==> config.mk <==
export PLATFORM = sky130hd
export DESIGN_NAME = ptc_timer
export DESIGN_NICKNAME = d
export VERILOG_FILES = /design/src/hw/ptc_pkg.sv /design/src/hw/ptc_pin_sync.sv /design/src/hw/ptc_prescaler.sv /design/src/hw/ptc_timer.sv
export VERILOG_INCLUDE_DIRS = /design/src /design/src/hw
export SDC_FILE = /design/constraint.sdc
export NUM_CORES = 1
export LEC_CHECK = 0
export ABC_AREA = 1
export BUFFER_PORTS_ARGS = -buffer_cell sky130_fd_sc_hd__buf_2
export CAP_MARGIN = 20
export CORE_MARGIN = 2
export CORE_UTILIZATION = 40
export DETAILED_ROUTE_END_ITERATION = 6
export SLEW_MARGIN = 10
export SYNTH_ARGS = -nofsm -noshare
export SYNTH_HDL_FRONTEND = slang
export SYNTH_SLANG_ARGS = --single-unit
==> constraint.sdc <==
create_clock -name CORE_CLK_I -period 2.02 [get_ports CORE_CLK_I]
set_input_delay 0.606 -clock CORE_CLK_I [delete_from_list [all_inputs] [get_ports CORE_CLK_I]]
set_output_delay 0.606 -clock CORE_CLK_I [all_outputs]
set_load 0.01 [all_outputs]
==> src/hw/ptc_defines.svh <==
/*
 * register map, field positions, reset values and widths of the timer
 * assumes: included by bare name from the package and design modules
 */
`ifndef PTC_DEFINES_SVH
`define PTC_DEFINES_SVH

`define PTC_ADDR_CTRL      8'h00
`define PTC_ADDR_CNT       8'h04
`define PTC_ADDR_STATUS    8'h08
`define PTC_ADDR_CLEAR     8'h0c
`define PTC_ADDR_ENABLE    8'h10

`define PTC_CTRL_RESET     8'hff
`define PTC_BIT_RUN        7
`define PTC_BIT_WIDTH8     6
`define PTC_BIT_SRC        5
`define PTC_BIT_EDGE       4
`define PTC_BIT_BYPASS     3
`define PTC_RATIO_MSB      2
`define PTC_RATIO_LSB      0

`define PTC_BIT_OVF        0
`define PTC_CNT_RESET      16'h0000
`define PTC_PRE_BITS       8

`endif

==> src/hw/ptc_pkg.sv <==
/*
 * types shared by the timer modules
 * assumes: ptc_defines.svh defines the widths used here
 */
`include "ptc_defines.svh"

package ptc_pkg;
    typedef logic [`PTC_PRE_BITS-1:0] ptc_pre_t;
    typedef logic [15:0]              ptc_cnt_t;
    typedef enum logic [2:0] {
        PTC_BUS_IDLE  = 3'b001,
        PTC_BUS_WRESP = 3'b010,
        PTC_BUS_RDATA = 3'b100
    } ptc_bus_state_t;
endpackage

==> src/hw/ptc_pin_sync.sv <==
/*
 * two-flop synchroniser and edge detector for the external count pin
 * assumes: pin is asynchronous to the core clock
 */
`timescale 1ns/1ns

module ptc_pin_sync (
    input  wire logic clk_i,
    input  wire logic rst_n_i,
    input  wire logic pin_i,
    input  wire logic falling_i,
    output logic      edge_o
);
    logic meta_q, meta_d;
    logic sync_q, sync_d;
    logic last_q, last_d;

    always_comb begin
        meta_d = pin_i;
        sync_d = meta_q;
        last_d = sync_q;
    end

    always_ff @(posedge clk_i) begin
        if (!rst_n_i) begin
            meta_q <= 1'b0;
            sync_q <= 1'b0;
            last_q <= 1'b0;
        end else begin
            meta_q <= meta_d;
            sync_q <= sync_d;
            last_q <= last_d;
        end
    end

    // only the second flop and its delayed copy feed the edge logic
    assign edge_o = falling_i ? (last_q & ~sync_q)
                              : (~last_q & sync_q);
endmodule

==> src/hw/ptc_prescaler.sv <==
/*
 * power-of-two prescaler: pulse out once per 2^(ratio+1) input ticks
 * assumes: tick_i is a one-cycle enable on the core clock
 */
`timescale 1ns/1ns
`include "ptc_defines.svh"

module ptc_prescaler #(
    parameter int PRE_BITS = `PTC_PRE_BITS
) (
    input  wire logic       clk_i,
    input  wire logic       rst_n_i,
    input  wire logic       clear_i,
    input  wire logic       tick_i,
    input  wire logic [2:0] ratio_i,
    output logic            tick_o
);
    logic [PRE_BITS-1:0] cnt_q, cnt_d;
    logic [PRE_BITS-1:0] mask;

    // ratio 0 divides by 2, ratio 7 by 256
    assign mask = PRE_BITS'((9'h002 << ratio_i) - 9'h001);

    always_comb begin
        cnt_d = cnt_q;
        if (clear_i) begin
            cnt_d = '0;
        end else if (tick_i) begin
            cnt_d = (cnt_q & mask) == mask ? '0 : cnt_q + 1'b1;
        end
    end

    always_ff @(posedge clk_i) begin
        if (!rst_n_i) begin
            cnt_q <= '0;
        end else begin
            cnt_q <= cnt_d;
        end
    end

    assign tick_o = tick_i & ~clear_i & ((cnt_q & mask) == mask);
endmodule

==> src/hw/ptc_timer.sv <==
/*
 * prescaled 8/16-bit timer/counter with AXI4-Lite register slave
 * assumes: single core clock, synchronous active-low reset, AXI4-Lite
 * master obeying the protocol (one write and one read outstanding)
 */
// The register offsets and register access over AXI4-Lite are this design's own decisions.
`timescale 1ns/1ns
`include "ptc_defines.svh"

module ptc_timer (
    input  wire logic        CORE_CLK_I,
    input  wire logic        RESET_N_I,
    input  wire logic        COUNT_PIN_I,
    input  wire logic        S_AXI_AWVALID_I,
    output logic             S_AXI_AWREADY_O,
    input  wire logic [7:0]  S_AXI_AWADDR_I,
    input  wire logic        S_AXI_WVALID_I,
    output logic             S_AXI_WREADY_O,
    input  wire logic [31:0] S_AXI_WDATA_I,
    input  wire logic [3:0]  S_AXI_WSTRB_I,
    output logic             S_AXI_BVALID_O,
    input  wire logic        S_AXI_BREADY_I,
    output logic [1:0]       S_AXI_BRESP_O,
    input  wire logic        S_AXI_ARVALID_I,
    output logic             S_AXI_ARREADY_O,
    input  wire logic [7:0]  S_AXI_ARADDR_I,
    output logic             S_AXI_RVALID_O,
    input  wire logic        S_AXI_RREADY_I,
    output logic [31:0]      S_AXI_RDATA_O,
    output logic [1:0]       S_AXI_RRESP_O,
    output logic             IRQ_O
);
    logic [7:0]        ctrl_q, ctrl_d;
    ptc_pkg::ptc_cnt_t cnt_q, cnt_d;
    logic              ovf_q, ovf_d;
    logic              ien_q, ien_d;

    ptc_pkg::ptc_bus_state_t wst_q, wst_d;
    logic              aw_q, aw_d;
    logic              w_q, w_d;
    logic [7:0]        waddr_q, waddr_d;
    logic [31:0]       wdata_q, wdata_d;
    logic [3:0]        wstrb_q, wstrb_d;
    logic              bresp_err_q, bresp_err_d;

    ptc_pkg::ptc_bus_state_t rst_q, rst_d;
    logic [31:0]       rdata_q, rdata_d;
    logic              rresp_err_q, rresp_err_d;

    logic pin_edge;
    logic src_tick;
    logic pre_tick;
    logic cnt_tick;
    logic wrap;
    logic wr_fire;
    logic pre_clear;

    wire run    = ctrl_q[`PTC_BIT_RUN];
    wire width8 = ctrl_q[`PTC_BIT_WIDTH8];
    wire ext    = ctrl_q[`PTC_BIT_SRC];
    wire bypass = ctrl_q[`PTC_BIT_BYPASS];

    ptc_pin_sync u_sync (
        .clk_i     (CORE_CLK_I),
        .rst_n_i   (RESET_N_I),
        .pin_i     (COUNT_PIN_I),
        .falling_i (ctrl_q[`PTC_BIT_EDGE]),
        .edge_o    (pin_edge)
    );

    // internal source ticks every core cycle; run gates both sources
    assign src_tick = run & (ext ? pin_edge : 1'b1);

    // writing control or counter restarts the prescale count
    assign pre_clear = wr_fire & (waddr_q == `PTC_ADDR_CTRL
                                  || waddr_q == `PTC_ADDR_CNT);

    ptc_prescaler u_pre (
        .clk_i   (CORE_CLK_I),
        .rst_n_i (RESET_N_I),
        .clear_i (pre_clear),
        .tick_i  (src_tick & ~bypass),
        .ratio_i (ctrl_q[`PTC_RATIO_MSB:`PTC_RATIO_LSB]),
        .tick_o  (pre_tick)
    );

    assign cnt_tick = bypass ? src_tick : pre_tick;
    assign wrap = cnt_tick & (width8 ? (cnt_q[7:0] == 8'hff)
                                     : (cnt_q == 16'hffff));

    // write channel: address and data taken independently, in any order
    assign S_AXI_AWREADY_O = (wst_q == ptc_pkg::PTC_BUS_IDLE) & ~aw_q;
    assign S_AXI_WREADY_O  = (wst_q == ptc_pkg::PTC_BUS_IDLE) & ~w_q;
    assign wr_fire = (wst_q == ptc_pkg::PTC_BUS_IDLE) & aw_q & w_q;

    always_comb begin
        wst_d = wst_q;
        aw_d = aw_q;
        w_d = w_q;
        waddr_d = waddr_q;
        wdata_d = wdata_q;
        wstrb_d = wstrb_q;
        bresp_err_d = bresp_err_q;
        if (S_AXI_AWVALID_I && S_AXI_AWREADY_O) begin
            aw_d = 1'b1;
            waddr_d = {S_AXI_AWADDR_I[7:2], 2'b00};
        end
        if (S_AXI_WVALID_I && S_AXI_WREADY_O) begin
            w_d = 1'b1;
            wdata_d = S_AXI_WDATA_I;
            wstrb_d = S_AXI_WSTRB_I;
        end
        case (wst_q)
            ptc_pkg::PTC_BUS_IDLE: begin
                if (wr_fire) begin
                    aw_d = 1'b0;
                    w_d = 1'b0;
                    bresp_err_d = !(waddr_q == `PTC_ADDR_CTRL
                                 || waddr_q == `PTC_ADDR_CNT
                                 || waddr_q == `PTC_ADDR_STATUS
                                 || waddr_q == `PTC_ADDR_CLEAR
                                 || waddr_q == `PTC_ADDR_ENABLE);
                    wst_d = ptc_pkg::PTC_BUS_WRESP;
                end
            end
            ptc_pkg::PTC_BUS_WRESP: begin
                if (S_AXI_BREADY_I) begin
                    wst_d = ptc_pkg::PTC_BUS_IDLE;
                end
            end
            default: begin
                wst_d = ptc_pkg::PTC_BUS_IDLE;
            end
        endcase
    end

    // register file and counter next state
    always_comb begin
        ctrl_d = ctrl_q;
        cnt_d = cnt_q;
        ovf_d = ovf_q;
        ien_d = ien_q;
        if (cnt_tick) begin
            cnt_d = width8 ? {cnt_q[15:8], cnt_q[7:0] + 8'h01}
                           : cnt_q + 16'h0001;
        end
        if (wr_fire && wstrb_q[0]) begin
            case (waddr_q)
                `PTC_ADDR_CTRL:   ctrl_d = wdata_q[7:0];
                `PTC_ADDR_CNT:    cnt_d[7:0] = wdata_q[7:0];
                `PTC_ADDR_CLEAR: begin
                    if (wdata_q[`PTC_BIT_OVF]) begin
                        ovf_d = 1'b0;
                    end
                end
                `PTC_ADDR_ENABLE: ien_d = wdata_q[`PTC_BIT_OVF];
                default: ;
            endcase
        end
        if (wr_fire && wstrb_q[1] && waddr_q == `PTC_ADDR_CNT) begin
            cnt_d[15:8] = wdata_q[15:8];
        end
        // a wrap in the clearing cycle still sets the flag
        if (wrap) begin
            ovf_d = 1'b1;
        end
    end

    always_ff @(posedge CORE_CLK_I) begin
        if (!RESET_N_I) begin
            ctrl_q <= `PTC_CTRL_RESET;
            cnt_q <= `PTC_CNT_RESET;
            ovf_q <= 1'b0;
            ien_q <= 1'b0;
            wst_q <= ptc_pkg::PTC_BUS_IDLE;
            aw_q <= 1'b0;
            w_q <= 1'b0;
            waddr_q <= 8'h00;
            wdata_q <= 32'h0000_0000;
            wstrb_q <= 4'h0;
            bresp_err_q <= 1'b0;
            rst_q <= ptc_pkg::PTC_BUS_IDLE;
            rdata_q <= 32'h0000_0000;
            rresp_err_q <= 1'b0;
        end else begin
            ctrl_q <= ctrl_d;
            cnt_q <= cnt_d;
            ovf_q <= ovf_d;
            ien_q <= ien_d;
            wst_q <= wst_d;
            aw_q <= aw_d;
            w_q <= w_d;
            waddr_q <= waddr_d;
            wdata_q <= wdata_d;
            wstrb_q <= wstrb_d;
            bresp_err_q <= bresp_err_d;
            rst_q <= rst_d;
            rdata_q <= rdata_d;
            rresp_err_q <= rresp_err_d;
        end
    end

    assign S_AXI_BVALID_O = (wst_q == ptc_pkg::PTC_BUS_WRESP);
    assign S_AXI_BRESP_O  = bresp_err_q ? 2'h2 : 2'h0;

    // read channel
    assign S_AXI_ARREADY_O = (rst_q == ptc_pkg::PTC_BUS_IDLE);

    always_comb begin
        rst_d = rst_q;
        rdata_d = rdata_q;
        rresp_err_d = rresp_err_q;
        case (rst_q)
            ptc_pkg::PTC_BUS_IDLE: begin
                if (S_AXI_ARVALID_I) begin
                    rresp_err_d = 1'b0;
                    rst_d = ptc_pkg::PTC_BUS_RDATA;
                    case ({S_AXI_ARADDR_I[7:2], 2'b00})
                        `PTC_ADDR_CTRL:   rdata_d = {24'h0, ctrl_q};
                        `PTC_ADDR_CNT:    rdata_d = {16'h0, cnt_q};
                        `PTC_ADDR_STATUS: rdata_d = {31'h0, ovf_q};
                        `PTC_ADDR_CLEAR:  rdata_d = 32'h0000_0000;
                        `PTC_ADDR_ENABLE: rdata_d = {31'h0, ien_q};
                        default: begin
                            rdata_d = 32'h0000_0000;
                            rresp_err_d = 1'b1;
                        end
                    endcase
                end
            end
            ptc_pkg::PTC_BUS_RDATA: begin
                if (S_AXI_RREADY_I) begin
                    rst_d = ptc_pkg::PTC_BUS_IDLE;
                end
            end
            default: begin
                rst_d = ptc_pkg::PTC_BUS_IDLE;
            end
        endcase
    end

    assign S_AXI_RVALID_O = (rst_q == ptc_pkg::PTC_BUS_RDATA);
    assign S_AXI_RDATA_O  = rdata_q;
    assign S_AXI_RRESP_O  = rresp_err_q ? 2'h2 : 2'h0;
    assign IRQ_O = ovf_q & ien_q;

    property p_stop;
        @(posedge CORE_CLK_I) disable iff (!RESET_N_I)
        (!run && !wr_fire) |=> cnt_q == $past(cnt_q);
    endproperty
    a_stop: assert property (p_stop) else $error("counter moved while stopped");

    property p_w8;
        @(posedge CORE_CLK_I) disable iff (!RESET_N_I)
        (width8 && cnt_tick && !wr_fire) |=> cnt_q[15:8] == $past(cnt_q[15:8]);
    endproperty
    a_w8: assert property (p_w8) else $error("upper byte moved in 8-bit mode");

    property p_int;
        @(posedge CORE_CLK_I) disable iff (!RESET_N_I)
        (run && !ext && bypass && !wr_fire) |=> cnt_tick;
    endproperty
    a_int: assert property (p_int) else $error("internal tick missing");

    property p_edge;
        @(posedge CORE_CLK_I) disable iff (!RESET_N_I)
        (ext && cnt_tick) |-> pin_edge;
    endproperty
    a_edge: assert property (p_edge) else $error("count without pin edge");

    property p_bypass;
        @(posedge CORE_CLK_I) disable iff (!RESET_N_I)
        (!bypass && cnt_tick) |-> pre_tick;
    endproperty
    a_bypass: assert property (p_bypass) else $error("prescaler bypassed");

    property p_div2;
        @(posedge CORE_CLK_I) disable iff (!RESET_N_I)
        (!bypass && pre_tick && src_tick
         && ctrl_q[`PTC_RATIO_MSB:`PTC_RATIO_LSB] == 3'h0 && !pre_clear)
        |=> !pre_tick;
    endproperty
    a_div2: assert property (p_div2) else $error("divide by two broken");

    property p_wcnt;
        @(posedge CORE_CLK_I) disable iff (!RESET_N_I)
        (wr_fire && waddr_q == `PTC_ADDR_CNT && wstrb_q == 4'hf)
        |=> cnt_q == $past(wdata_q[15:0]);
    endproperty
    a_wcnt: assert property (p_wcnt) else $error("counter preload lost");

    property p_ovf;
        @(posedge CORE_CLK_I) disable iff (!RESET_N_I)
        wrap |=> ovf_q && cnt_q[7:0] == 8'h00 || $past(wr_fire);
    endproperty
    a_ovf: assert property (p_ovf) else $error("overflow not flagged");
endmodule

* Word level (Yosys, flattened, before mapping)
Index checks and enable logic that the tools add are counted.
W data, S select, Z words.
** Cells by class
- Equality and inequality tests :: 20
- Add/sub/neg operators :: 4
- Shift operators :: 1
- Multiplexer cells :: 30
- Reductions and logical operators :: 26
- Bitwise gates (word level) :: 21
** Operator list (number)
- $pmux W16 S4 :: 1
- $mux W16 :: 2
- $mux W8 :: 4
- $eq A6 B2 Y1 const B :: 4
- $add A16 B1 Y16 const B :: 1
- $add A8 B1 Y8 const B :: 2
- $eq A16 B16 Y1 const B :: 1
- $mux W1 :: 15
- $reduce_and A2 Y1 :: 7
- $and A1 B1 Y1 :: 13
- $eq A6 B1 Y1 const B :: 2
- $eq A6 B3 Y1 const B :: 2
- $mux W3 :: 4
- $pmux W3 S2 :: 2
- $and A8 B8 Y8 :: 1
- $eq A8 B8 Y1 :: 1
- $eq A8 B8 Y1 const B :: 1
- $logic_not A8 Y1 :: 1
- $reduce_bool A2 Y1 :: 4
- $shl A2 B3 Y8 const A :: 1
- $sub A8 B1 Y8 const B :: 1
- $not A1 Y1 :: 7
- $eq A3 B1 Y1 const B :: 2
- $logic_not A6 Y1 :: 1
- 11 further kinds :: 22
** Storage, ports and cells
- Register bits after elaboration :: 103
- Logic and storage cells :: 121
- Bits of input ports :: 60

* Logic depth before layout (Yosys ltp)
Gate-level depths: netlist (run 1).
- Word-level depth :: 12
- Mapped depth :: 18
- Depth with buffers taken out :: 16

* Modules after synthesis
Synthesis (run 1) repeated with hierarchy kept, for this count alone.
** Second synthesis, totals
- Cells, all modules :: 637
- Area, all modules :: 4371.7 µm²
** Modules (own cells, without submodules)
- ptc_timer :: cells an instance 539, area each 3681.0 µm², times used 1, sequential area each 1481.4 µm²
- ptc_prescaler :: cells an instance 83, area each 583.1 µm², times used 1, sequential area each 160.2 µm²
- ptc_pin_sync :: cells an instance 15, area each 107.6 µm², times used 1, sequential area each 60.1 µm²

* Least setup slack after synthesis (run 1)
OpenSTA, ideal clock, no wires.
- Path type :: register to register
- From :: register ctrl_q[1]
- To :: register cnt_q[9]
- Required time :: 1.892 ns
- Buffers on the path :: 2
- Cell stages (with the launch flop) :: 17
- Arrival :: 1.815 ns
- Path slack :: 0.077 ns
- Cell sequence :: dfxtp_1 > buf_6 > inv_1 > nand3_1 > ha_1 > o21ai_0 > nor2_1 > nand3_1 > nor2_2 > nand3_2 > nand2_4 > nand3_2 > nand2_2 > buf_6 > nor2_2 > nor2_1 > nor2_1
** Between the ends
- Word-level cells in the longest chain between the ends :: 8
** Ends and longest elaborated chain
- from (decl) :: line ptc_timer.sv:33 : logic [7:0] ctrl_q, ctrl_d;
- from (signal assigned) :: line ptc_timer.sv:171 : ctrl_q <= `PTC_CTRL_RESET;
- from (signal assigned) :: line ptc_timer.sv:186 : ctrl_q <= ctrl_d;
- $shl A2 B3 Y8 * :: line ptc_prescaler.sv:22 : assign mask = PRE_BITS'((9'h002 << ratio_i) - 9'h001);
- $sub A8 B1 Y8 * :: line ptc_prescaler.sv:22
- $and A8 B8 Y8 :: line ptc_prescaler.sv:41 : assign tick_o = tick_i & ~clear_i & ((cnt_q & mask) == mask);
- $eq A8 B8 Y1 * :: line ptc_prescaler.sv:41
- $and A1 B1 Y1 * :: line ptc_prescaler.sv:41
- $mux W1 * :: line ptc_timer.sv:87 : assign cnt_tick = bypass ? src_tick : pre_tick;
- $reduce_bool A2 Y1 (no line) *
- $reduce_and A2 Y1 (no line) *
- to (signal assigned) :: line ptc_timer.sv:172 : cnt_q <= `PTC_CNT_RESET;
- to (signal assigned) :: line ptc_timer.sv:187 : cnt_q <= cnt_d;
- to (decl) :: line ptc_timer.sv:34 : ptc_pkg::ptc_cnt_t cnt_q, cnt_d;
Every way passes the cells marked *; elsewhere a longest branch is shown, timed or not.
A chain may end at the register's enable or synchronous reset.

* Worst setup path after layout (run 1)
- From :: register ctrl_q[0]
- To :: register cnt_q[8]
The elaborated chain is that of the path after synthesis.

==> impl_metrics.env, run 1 <==
export IMPL_fill_cells=1085
export IMPL_startpoint_type="register"
export IMPL_p_seq_share_pct=54.8
export IMPL_crit_arrival_ns=2.22
export IMPL_ys_seq_area_share_pct=39.5
export IMPL_holdPathStages=3
export IMPL_async_flop_share_pct=0
export IMPL_root_buffer="clkbuf_8"
export IMPL_r2r_cells=14
export IMPL_synth_top_cell_area_share_pct=39.5
export IMPL_row_count=37
export IMPL_netlist_area_um2=4310
export IMPL_drt_pass1_iter_count=6
export IMPL_hold_viol=0
export IMPL_worst_pin_slew_ns=0.564
export IMPL_synth_ff_type="dfxtp_1"
export IMPL_wl_um=10000
export IMPL_clkPwrFrac_pct=34.7
export IMPL_die_y_um=108
export IMPL_drc_errors=0
export IMPL_r2r_setup_slack_ns=0.05
export IMPL_preCtsSetupSlack_ns=-0.0382
export IMPL_synth_cell_type_count=39
export IMPL_grt_pass1_wl_um=17100
export IMPL_portBuffers=61
export IMPL_place_congestion=0.840
export IMPL_fmax_ghz=0.509
export IMPL_maxCapViolations=0
export IMPL_cts_hold_buf=0
export IMPL_seqCellArea_um2=1710
export IMPL_finalSetupViolations=0
export IMPL_cts_tree="yes"
export IMPL_outcome="finished clean"
export IMPL_fin_ws_ns=0.0539
export IMPL_p_sw_share_pct=27.3
export IMPL_worstSkewPairLatency_ns=0.37
export IMPL_multiInputGateArea_um2=2200
export IMPL_slew_violations=0
export IMPL_p_int_w=0.00239
export IMPL_pwr_share_comb_pct=10.4
export IMPL_io_pins=102
export IMPL_timing_final_crit_share_pct=97.3
export IMPL_min_path_type="in -> reg"
export IMPL_antenna_found_initial=0
export IMPL_whs_endpoint="u_sync.meta_q"
export IMPL_total_power_w=0.00329
export IMPL_required_ns=2.27
export IMPL_clockBufferDepth=2
export IMPL_synth_edff_count=0
export IMPL_grt_usage_pct=18.5
export IMPL_ant_nets=0
export IMPL_slew_headroom_pct=62.3
export IMPL_synth_top_area_cell="dfxtp_1"
export IMPL_viasPerCell=4.80
export IMPL_grt_setup_unrepaired="yes"
export IMPL_r2r_end="cnt_q[8]"
export IMPL_criticalPathCategory="reg -> reg"
export IMPL_endpoint_kind="register"
export IMPL_timing_rr_start="ctrl_q[0]"
export IMPL_worst_hold_slack_ns=0.420
export IMPL_drt_iter0_drc=172
export IMPL_finalCriticalPeriod_ns=1.97
export IMPL_synth_area_leaders="dfxtp_1 39%, nand2_1 12%, nor2_1 8.0%, o21ai_0 6.2%, inv_1 5.9%"
export IMPL_grt_start_max_net_pins=34
export IMPL_dp_cells=817
export IMPL_die_w_um=108
export IMPL_fp_dieArea_um2=11600
export IMPL_dp_hpwl_um=7690
export IMPL_cts_inserted_buffers=9
export IMPL_power_density_nw_per_um2=655
export IMPL_final_nets=757
export IMPL_wl_per_cell_um=12.0
export IMPL_skew_ns=0.00869
export IMPL_clock_sinks=85
export IMPL_via_count=4011
export IMPL_holdCritStartpoint="COUNT_PIN_I"
export IMPL_first_global_vias=3730
export IMPL_htreeDepth=3
export IMPL_drive_above_1_share_pct=20.0
export IMPL_crit_fanout=5
export IMPL_diodes=0
export IMPL_fp_coreArea_um2=10400
export IMPL_syn_inst=624
export IMPL_gr_total_overflow=0
export IMPL_syn2layout_area_growth_pct=16.4
export IMPL_vdd_ir_drop_max_v=0.000294
export IMPL_tns_ns=0
export IMPL_syn_area_per_cell_um2=6.91
export IMPL_cp_startpoint="ctrl_q[0]"
export IMPL_initial_core_util_pct=41.6
export IMPL_ys_ff_latch=85
export IMPL_finalNonFillerCells=835
export IMPL_clk_pin_slew_worst_paths_ns=0.09
export IMPL_switching_power_w=0.000898
export IMPL_ys_warn_count=0
export IMPL_p_leak_nw=2.25
==> cell usage after synthesis (3+ instances only) <==
master      n
nand2_2     3
nand3_1    23
or2_2       3
nand2_1   136
nor2_1     92
clkbuf_1   10
clkinv_1    3
o21ai_1     3
ha_1        3
o211ai_1    6
inv_1      68
nor3_2      3
o21ai_0    53
buf_6       3
buf_4      20
inv_2       3
o211ai_2    5
nor2_2     10
nand4_1    15
a21oi_1    31
o22ai_1     4
buf_2       6
dfxtp_1    85
nor3_1      9
nand3_2     4
xor2_1      6
==> power groups by stage <==
| stage | clock network (W) | logic, W | registers [W] |
|---|---|---|---|
| 6_report | 0.00114 | 0.000343 | 0.00180 |
| 4_1_cts | 0.00118 | 0.000347 | 0.00180 |
| 3_3_place_gp | 0 | 0.000338 | 0.00184 |
| 5_1_grt | 0.00124 | 0.000398 | 0.00181 |
| 3_5_place_dp | 0 | 0.000346 | 0.00184 |
| 2_1_floorplan | 0 | 0.000253 | 0.00183 |
==> cells in the final DEF (no fill, tap or decap), types with 6 or more instances in the layout <==
cell type	n
nor2_2	10
nor2_1	90
nand3_1	22
clkbuf_8	11
inv_1	68
xor2_1	6
nand4_1	15
a21oi_1	30
o211ai_1	6
nand2_1	136
buf_4	17
conb_1	18
buf_2	61
dfxtp_1	83
nor3_1	9
o21ai_0	52
==> sequential cells by signal, summed over array words and instances, names as in the netlist, 2 cells and up <==
signal,count
S_AXI_RDATA_O,16
cnt_q,16
ctrl_q,8
rst_q,2
u_pre.cnt_q,8
waddr_q,6
wdata_q,16
wst_q,2
wstrb_q,2
==> worst max path at each step <==
stage / end / slack, ns
2_1_floorplan: cnt_q[9] / 0.08
3_3_place_gp: cnt_q[10] / 0.0001
3_5_place_dp: cnt_q[8] / -0.04
4_1_cts: cnt_q[8] / 0.01
5_1_grt: cnt_q[1] / -0.12
6_report: cnt_q[8] / 0.05
==> layout make-up <==
cell class	count	area share (%)
repair buffers	80	9.26
inverters	75	5.66
flip-flops and latches	85	34.0
clock buffers	11	3.02
well taps	136	3.39
clock inverters	5	0.699
multi-input cells	443	43.9
==> stage by stage <==
step           util, %  cell area [µm²]
2_1_floorplan        -             4370
3_3_place_gp      45.8             4740
3_5_place_dp      45.8             4740
4_1_cts           47.7             4940
5_1_grt           48.4             5010
6_report          48.4             5010
==> layer usage <==
layer | track usage, % | vias up | part of all wire (%)
li1 | - | 2116 | -
met1 | 24.6 | 1776 | 49
met2 | 29.8 | 109 | 44
met3 | 3.03 | 10 | 6.1
met4 | 7.51 | 0 | 1.3
met5 | 0 | - | 0
==> what timing repair did <==
item                       CTS  global route
setup endpoints to repair    8            20
pin swaps                    2             5
cloned                       1             0
hold endpoints to repair     0             0
buffers inserted             0             1
resized for setup            2            15
==> critical path, stage by stage, from the launching register on <==
cell     delay (ns)
dfxtp_4        0.37
nor2_4         0.13
nand2_2        0.08
ha_4           0.26
o21ai_2        0.04
nor2_1         0.08
nand3_1        0.08
nor2_2         0.15
nand3_2        0.12
nand2_4        0.12
nand3_4        0.11
nand2_8        0.12
nor2_2         0.04
nor2_1         0.09
nor2_1         0.05
==> cell families after synthesis <==
| logic type | after synthesis | share of synthesized area, % |
|---|---|---|
| and+or+nand+nor | 306 | 31.3 |
| buffers and inverters | 114 | 12.4 |
| AOI/OAI and AO/OA | 107 | 14.2 |
| DFF | 85 | 39.5 |
| xor gates and xnor gates | 8 | 1.63 |
| adders and majority gates | 3 | 0.871 |
| other | 1 | 0.0870 |
Note: power is estimated with default switching activity, not from simulation.
==> run 2: changes to the inputs <==
--- a/config.mk
+++ b/config.mk
@@ -6,13 +6,13 @@
 export SDC_FILE = /design/constraint.sdc
 export NUM_CORES = 1
 export LEC_CHECK = 0
-export ABC_AREA = 1
+export ABC_AREA = 0
 export BUFFER_PORTS_ARGS = -buffer_cell sky130_fd_sc_hd__buf_2
 export CAP_MARGIN = 20
 export CORE_MARGIN = 2
 export CORE_UTILIZATION = 40
 export DETAILED_ROUTE_END_ITERATION = 6
-export SLEW_MARGIN = 10
+export PLACE_DENSITY = 0.66
 export SYNTH_ARGS = -nofsm -noshare
 export SYNTH_HDL_FRONTEND = slang
 export SYNTH_SLANG_ARGS = --single-unit
==> run 2 against run 1 <==
  * The flow now finishes with violations (negative setup slack)
  * Total power is 2.4% higher
  * Fmax is 15% lower
  * Register-to-register slack worse by 0.35 ns
  * Via count is 16% lower
==> impl_metrics.env, run 2 <==
export IMPL_outcome="complete, but fails checks"
export IMPL_violations="negative setup slack"
export IMPL_diodes=0
export IMPL_crit_arrival_ns=2.56
export IMPL_final_common_cell="dfxtp_1"
export IMPL_fin_ws_ns=-0.292
export IMPL_row_count=36
export IMPL_place_congestion=0.848
export IMPL_dp_cells=665
export IMPL_ys_ff_latch=85
export IMPL_timing_final_crit_share_pct=114
export IMPL_synth_edff_count=0
export IMPL_grt_usage_pct=17.4
export IMPL_slew_violations=0
export IMPL_required_ns=2.27
export IMPL_synth_commonest_cells="85 x dfxtp_1, 76 x nand2_1, 47 x a21oi_1"
export IMPL_startpoint_type="register"
export IMPL_crit_fanout=15
export IMPL_io_pins=102
export IMPL_finalCriticalPeriod_ns=2.31
export IMPL_maxCapViolations=0
export IMPL_final_nets=606
export IMPL_dp_hpwl_um=6620
export IMPL_wl_um=8760
export IMPL_clockBufferDepth=2
export IMPL_viasPerCell=4.96
export IMPL_fp_dieArea_um2=10600
export IMPL_ys_warn_count=0
export IMPL_endpoint_kind="register"
export IMPL_first_global_vias=3114
export IMPL_wl_per_cell_um=12.9
export IMPL_async_flop_share_pct=0
export IMPL_drt_iter0_drc=167
export IMPL_final_cell_mix="83 x dfxtp_1, 76 x nand2_1, 61 x buf_2, 47 x a21oi_1, 37 x nor2_1"
export IMPL_antenna_found_initial=0
export IMPL_clock_sinks=85
export IMPL_drt_pass1_iter_count=4
export IMPL_grt_pass1_wl_um=14500
export IMPL_initial_core_util_pct=40.7
export IMPL_worstSkewPairLatency_ns=0.36
export IMPL_synth_top_cell_area_share_pct=43.4
export IMPL_drc_errors=0
export IMPL_finalSetupViolations=17
export IMPL_portBuffers=61
export IMPL_gr_total_overflow=0
export IMPL_root_buffer="clkbuf_8"
export IMPL_cts_tree="yes"
export IMPL_skew_ns=0.00604
export IMPL_synth_area_leaders="dfxtp_1 43%, nand2_1 7.3%, a21oi_1 6.0%, mux2i_1 4.1%, xnor2_1 4.0%"
export IMPL_syn_area_per_cell_um2=8.51
export IMPL_post_dp_cell_area_um2=4520
export IMPL_grt_setup_unrepaired="yes"
export IMPL_min_path_type="reg -> reg"
export IMPL_drive_above_1_share_pct=24.7
export IMPL_synth_most_common_cell="dfxtp_1"
export IMPL_fp_coreArea_um2=9640
export IMPL_htreeDepth=3
export IMPL_power_density_nw_per_um2=704
export IMPL_syn_inst=461
export IMPL_die_w_um=103
export IMPL_worst_pin_slew_ns=0.636
export IMPL_hold_viol=0
export IMPL_synth_cell_type_count=50
export IMPL_criticalPathCategory="reg -> reg"
export IMPL_cts_hold_buf=0
export IMPL_vdd_ir_drop_max_v=0.000269
export IMPL_final_area_um2=4780
export IMPL_netlist_area_um2=3920
export IMPL_slew_headroom_pct=57.4
export IMPL_synth_ff_type="dfxtp_1"
export IMPL_fill_cells=970
export IMPL_fmax_ghz=0.432
export IMPL_cts_inserted_buffers=9
export IMPL_die_y_um=103
export IMPL_via_count=3370
export IMPL_clk_pin_slew_worst_paths_ns=0.08
export IMPL_p_leak_nw=1.86
export IMPL_synth_top_area_cell="dfxtp_1"
export IMPL_finalNonFillerCells=680
export IMPL_seqCellArea_um2=1700
export IMPL_ant_nets=0
export IMPL_syn2layout_area_growth_pct=21.7
export IMPL_multiInputGateArea_um2=2100
export IMPL_ys_seq_area_share_pct=43.4
export IMPL_grt_start_max_net_pins=26
## run 2: repair_timing
item / 4_1_cts / 5_1_grt
pin swaps: 1 / 0
buffers inserted: 0 / 0
endpoints found under the setup margin: 19 / 20
resized for setup: 7 / 1
## run 2: area by class of cell
cell class / count / share of cell area [%]
Timing Repair Buffer: 93 / 11.7
Inverter: 8 / 0.629
Tap cell: 133 / 3.48
Clock buffer: 11 / 2.96
Sequential cell: 85 / 35.7
Multi-Input combinational cell: 346 / 44.1
Clock inverter: 4 / 1.52
## run 2: cell families (layout without fill, tap and decap cells)
| group | after synthesis | after routing | synth area share (%) |
|---|---|---|---|
| xor gates and xnor gates | 21 | 21 | 4.69 |
| AOI/OAI and AO/OA | 94 | 94 | 14.3 |
| DFF | 85 | 85 | 43.4 |
| muxes | 17 | 17 | 4.37 |
| adders and majority gates | 3 | 3 | 0.957 |
| buffers and inverters | 47 | 116 | 6.66 |
| other | 1 | 18 | 0.0956 |
| and+or+nand+nor | 193 | 193 | 25.6 |
## run 2: worst max-delay path, stage by stage (launching register included)
cell     delay (ns)
dfxtp_2        0.35
nor3_4         0.21
inv_2          0.06
ha_4           0.16
or4_1          0.39
a31o_1         0.26
a41oi_4        0.24
buf_12         0.20
nor4_2         0.07
xnor2_1        0.19
o21ai_1        0.07
## run 2: worst paths after layout
check                start       endpoint  cells past startpoint  slack (ns)
max              ctrl_q[1]      cnt_q[15]                     10       -0.29
min          u_sync.meta_q  u_sync.last_d                      1        0.44
max reg2reg      ctrl_q[1]      cnt_q[15]                     10       -0.29
min reg2reg  u_sync.meta_q  u_sync.last_d                      1        0.44
## run 2: through the flow
stage / TNS (ns) / util (%) / power [W] / hold slack, ns / setup slack [ns]
finish: -4.32 / 49.6 / 0.00337 / 0.443 / -0.292
floorplan: -4.33 / - / 0.00200 / 0.412 / -0.299
detailed placement: -5.20 / 46.9 / 0.00209 / 0.436 / -0.457
global placement: -4.28 / 46.9 / 0.00208 / 0.431 / -0.343
global route: -6.51 / 49.6 / 0.00349 / 0.458 / -0.428
CTS: -4.62 / 49.5 / 0.00339 / 0.447 / -0.309
## run 2: per-layer routing
metal	track usage, %	vias to the layer above	wire [µm]
li1	-	1721	-
met1	23.8	1538	4100
met2	27.2	100	3980
met3	3.32	11	510
met4	6.48	0	165
met5	0	-	0
## run 2: report_power, final
| group | total [W] | switching, W | leakage (nW) | internal, W |
|---|---|---|---|---|
| sequential | 0.00176 | 0.0000400 | 0.690 | 0.00172 |
| combinational | 0.000282 | 0.000171 | 1.07 | 0.000111 |
| clock | 0.00132 | 0.000597 | 0.105 | 0.000722 |
| total | 0.00337 | 0.000807 | 1.86 | 0.00256 |
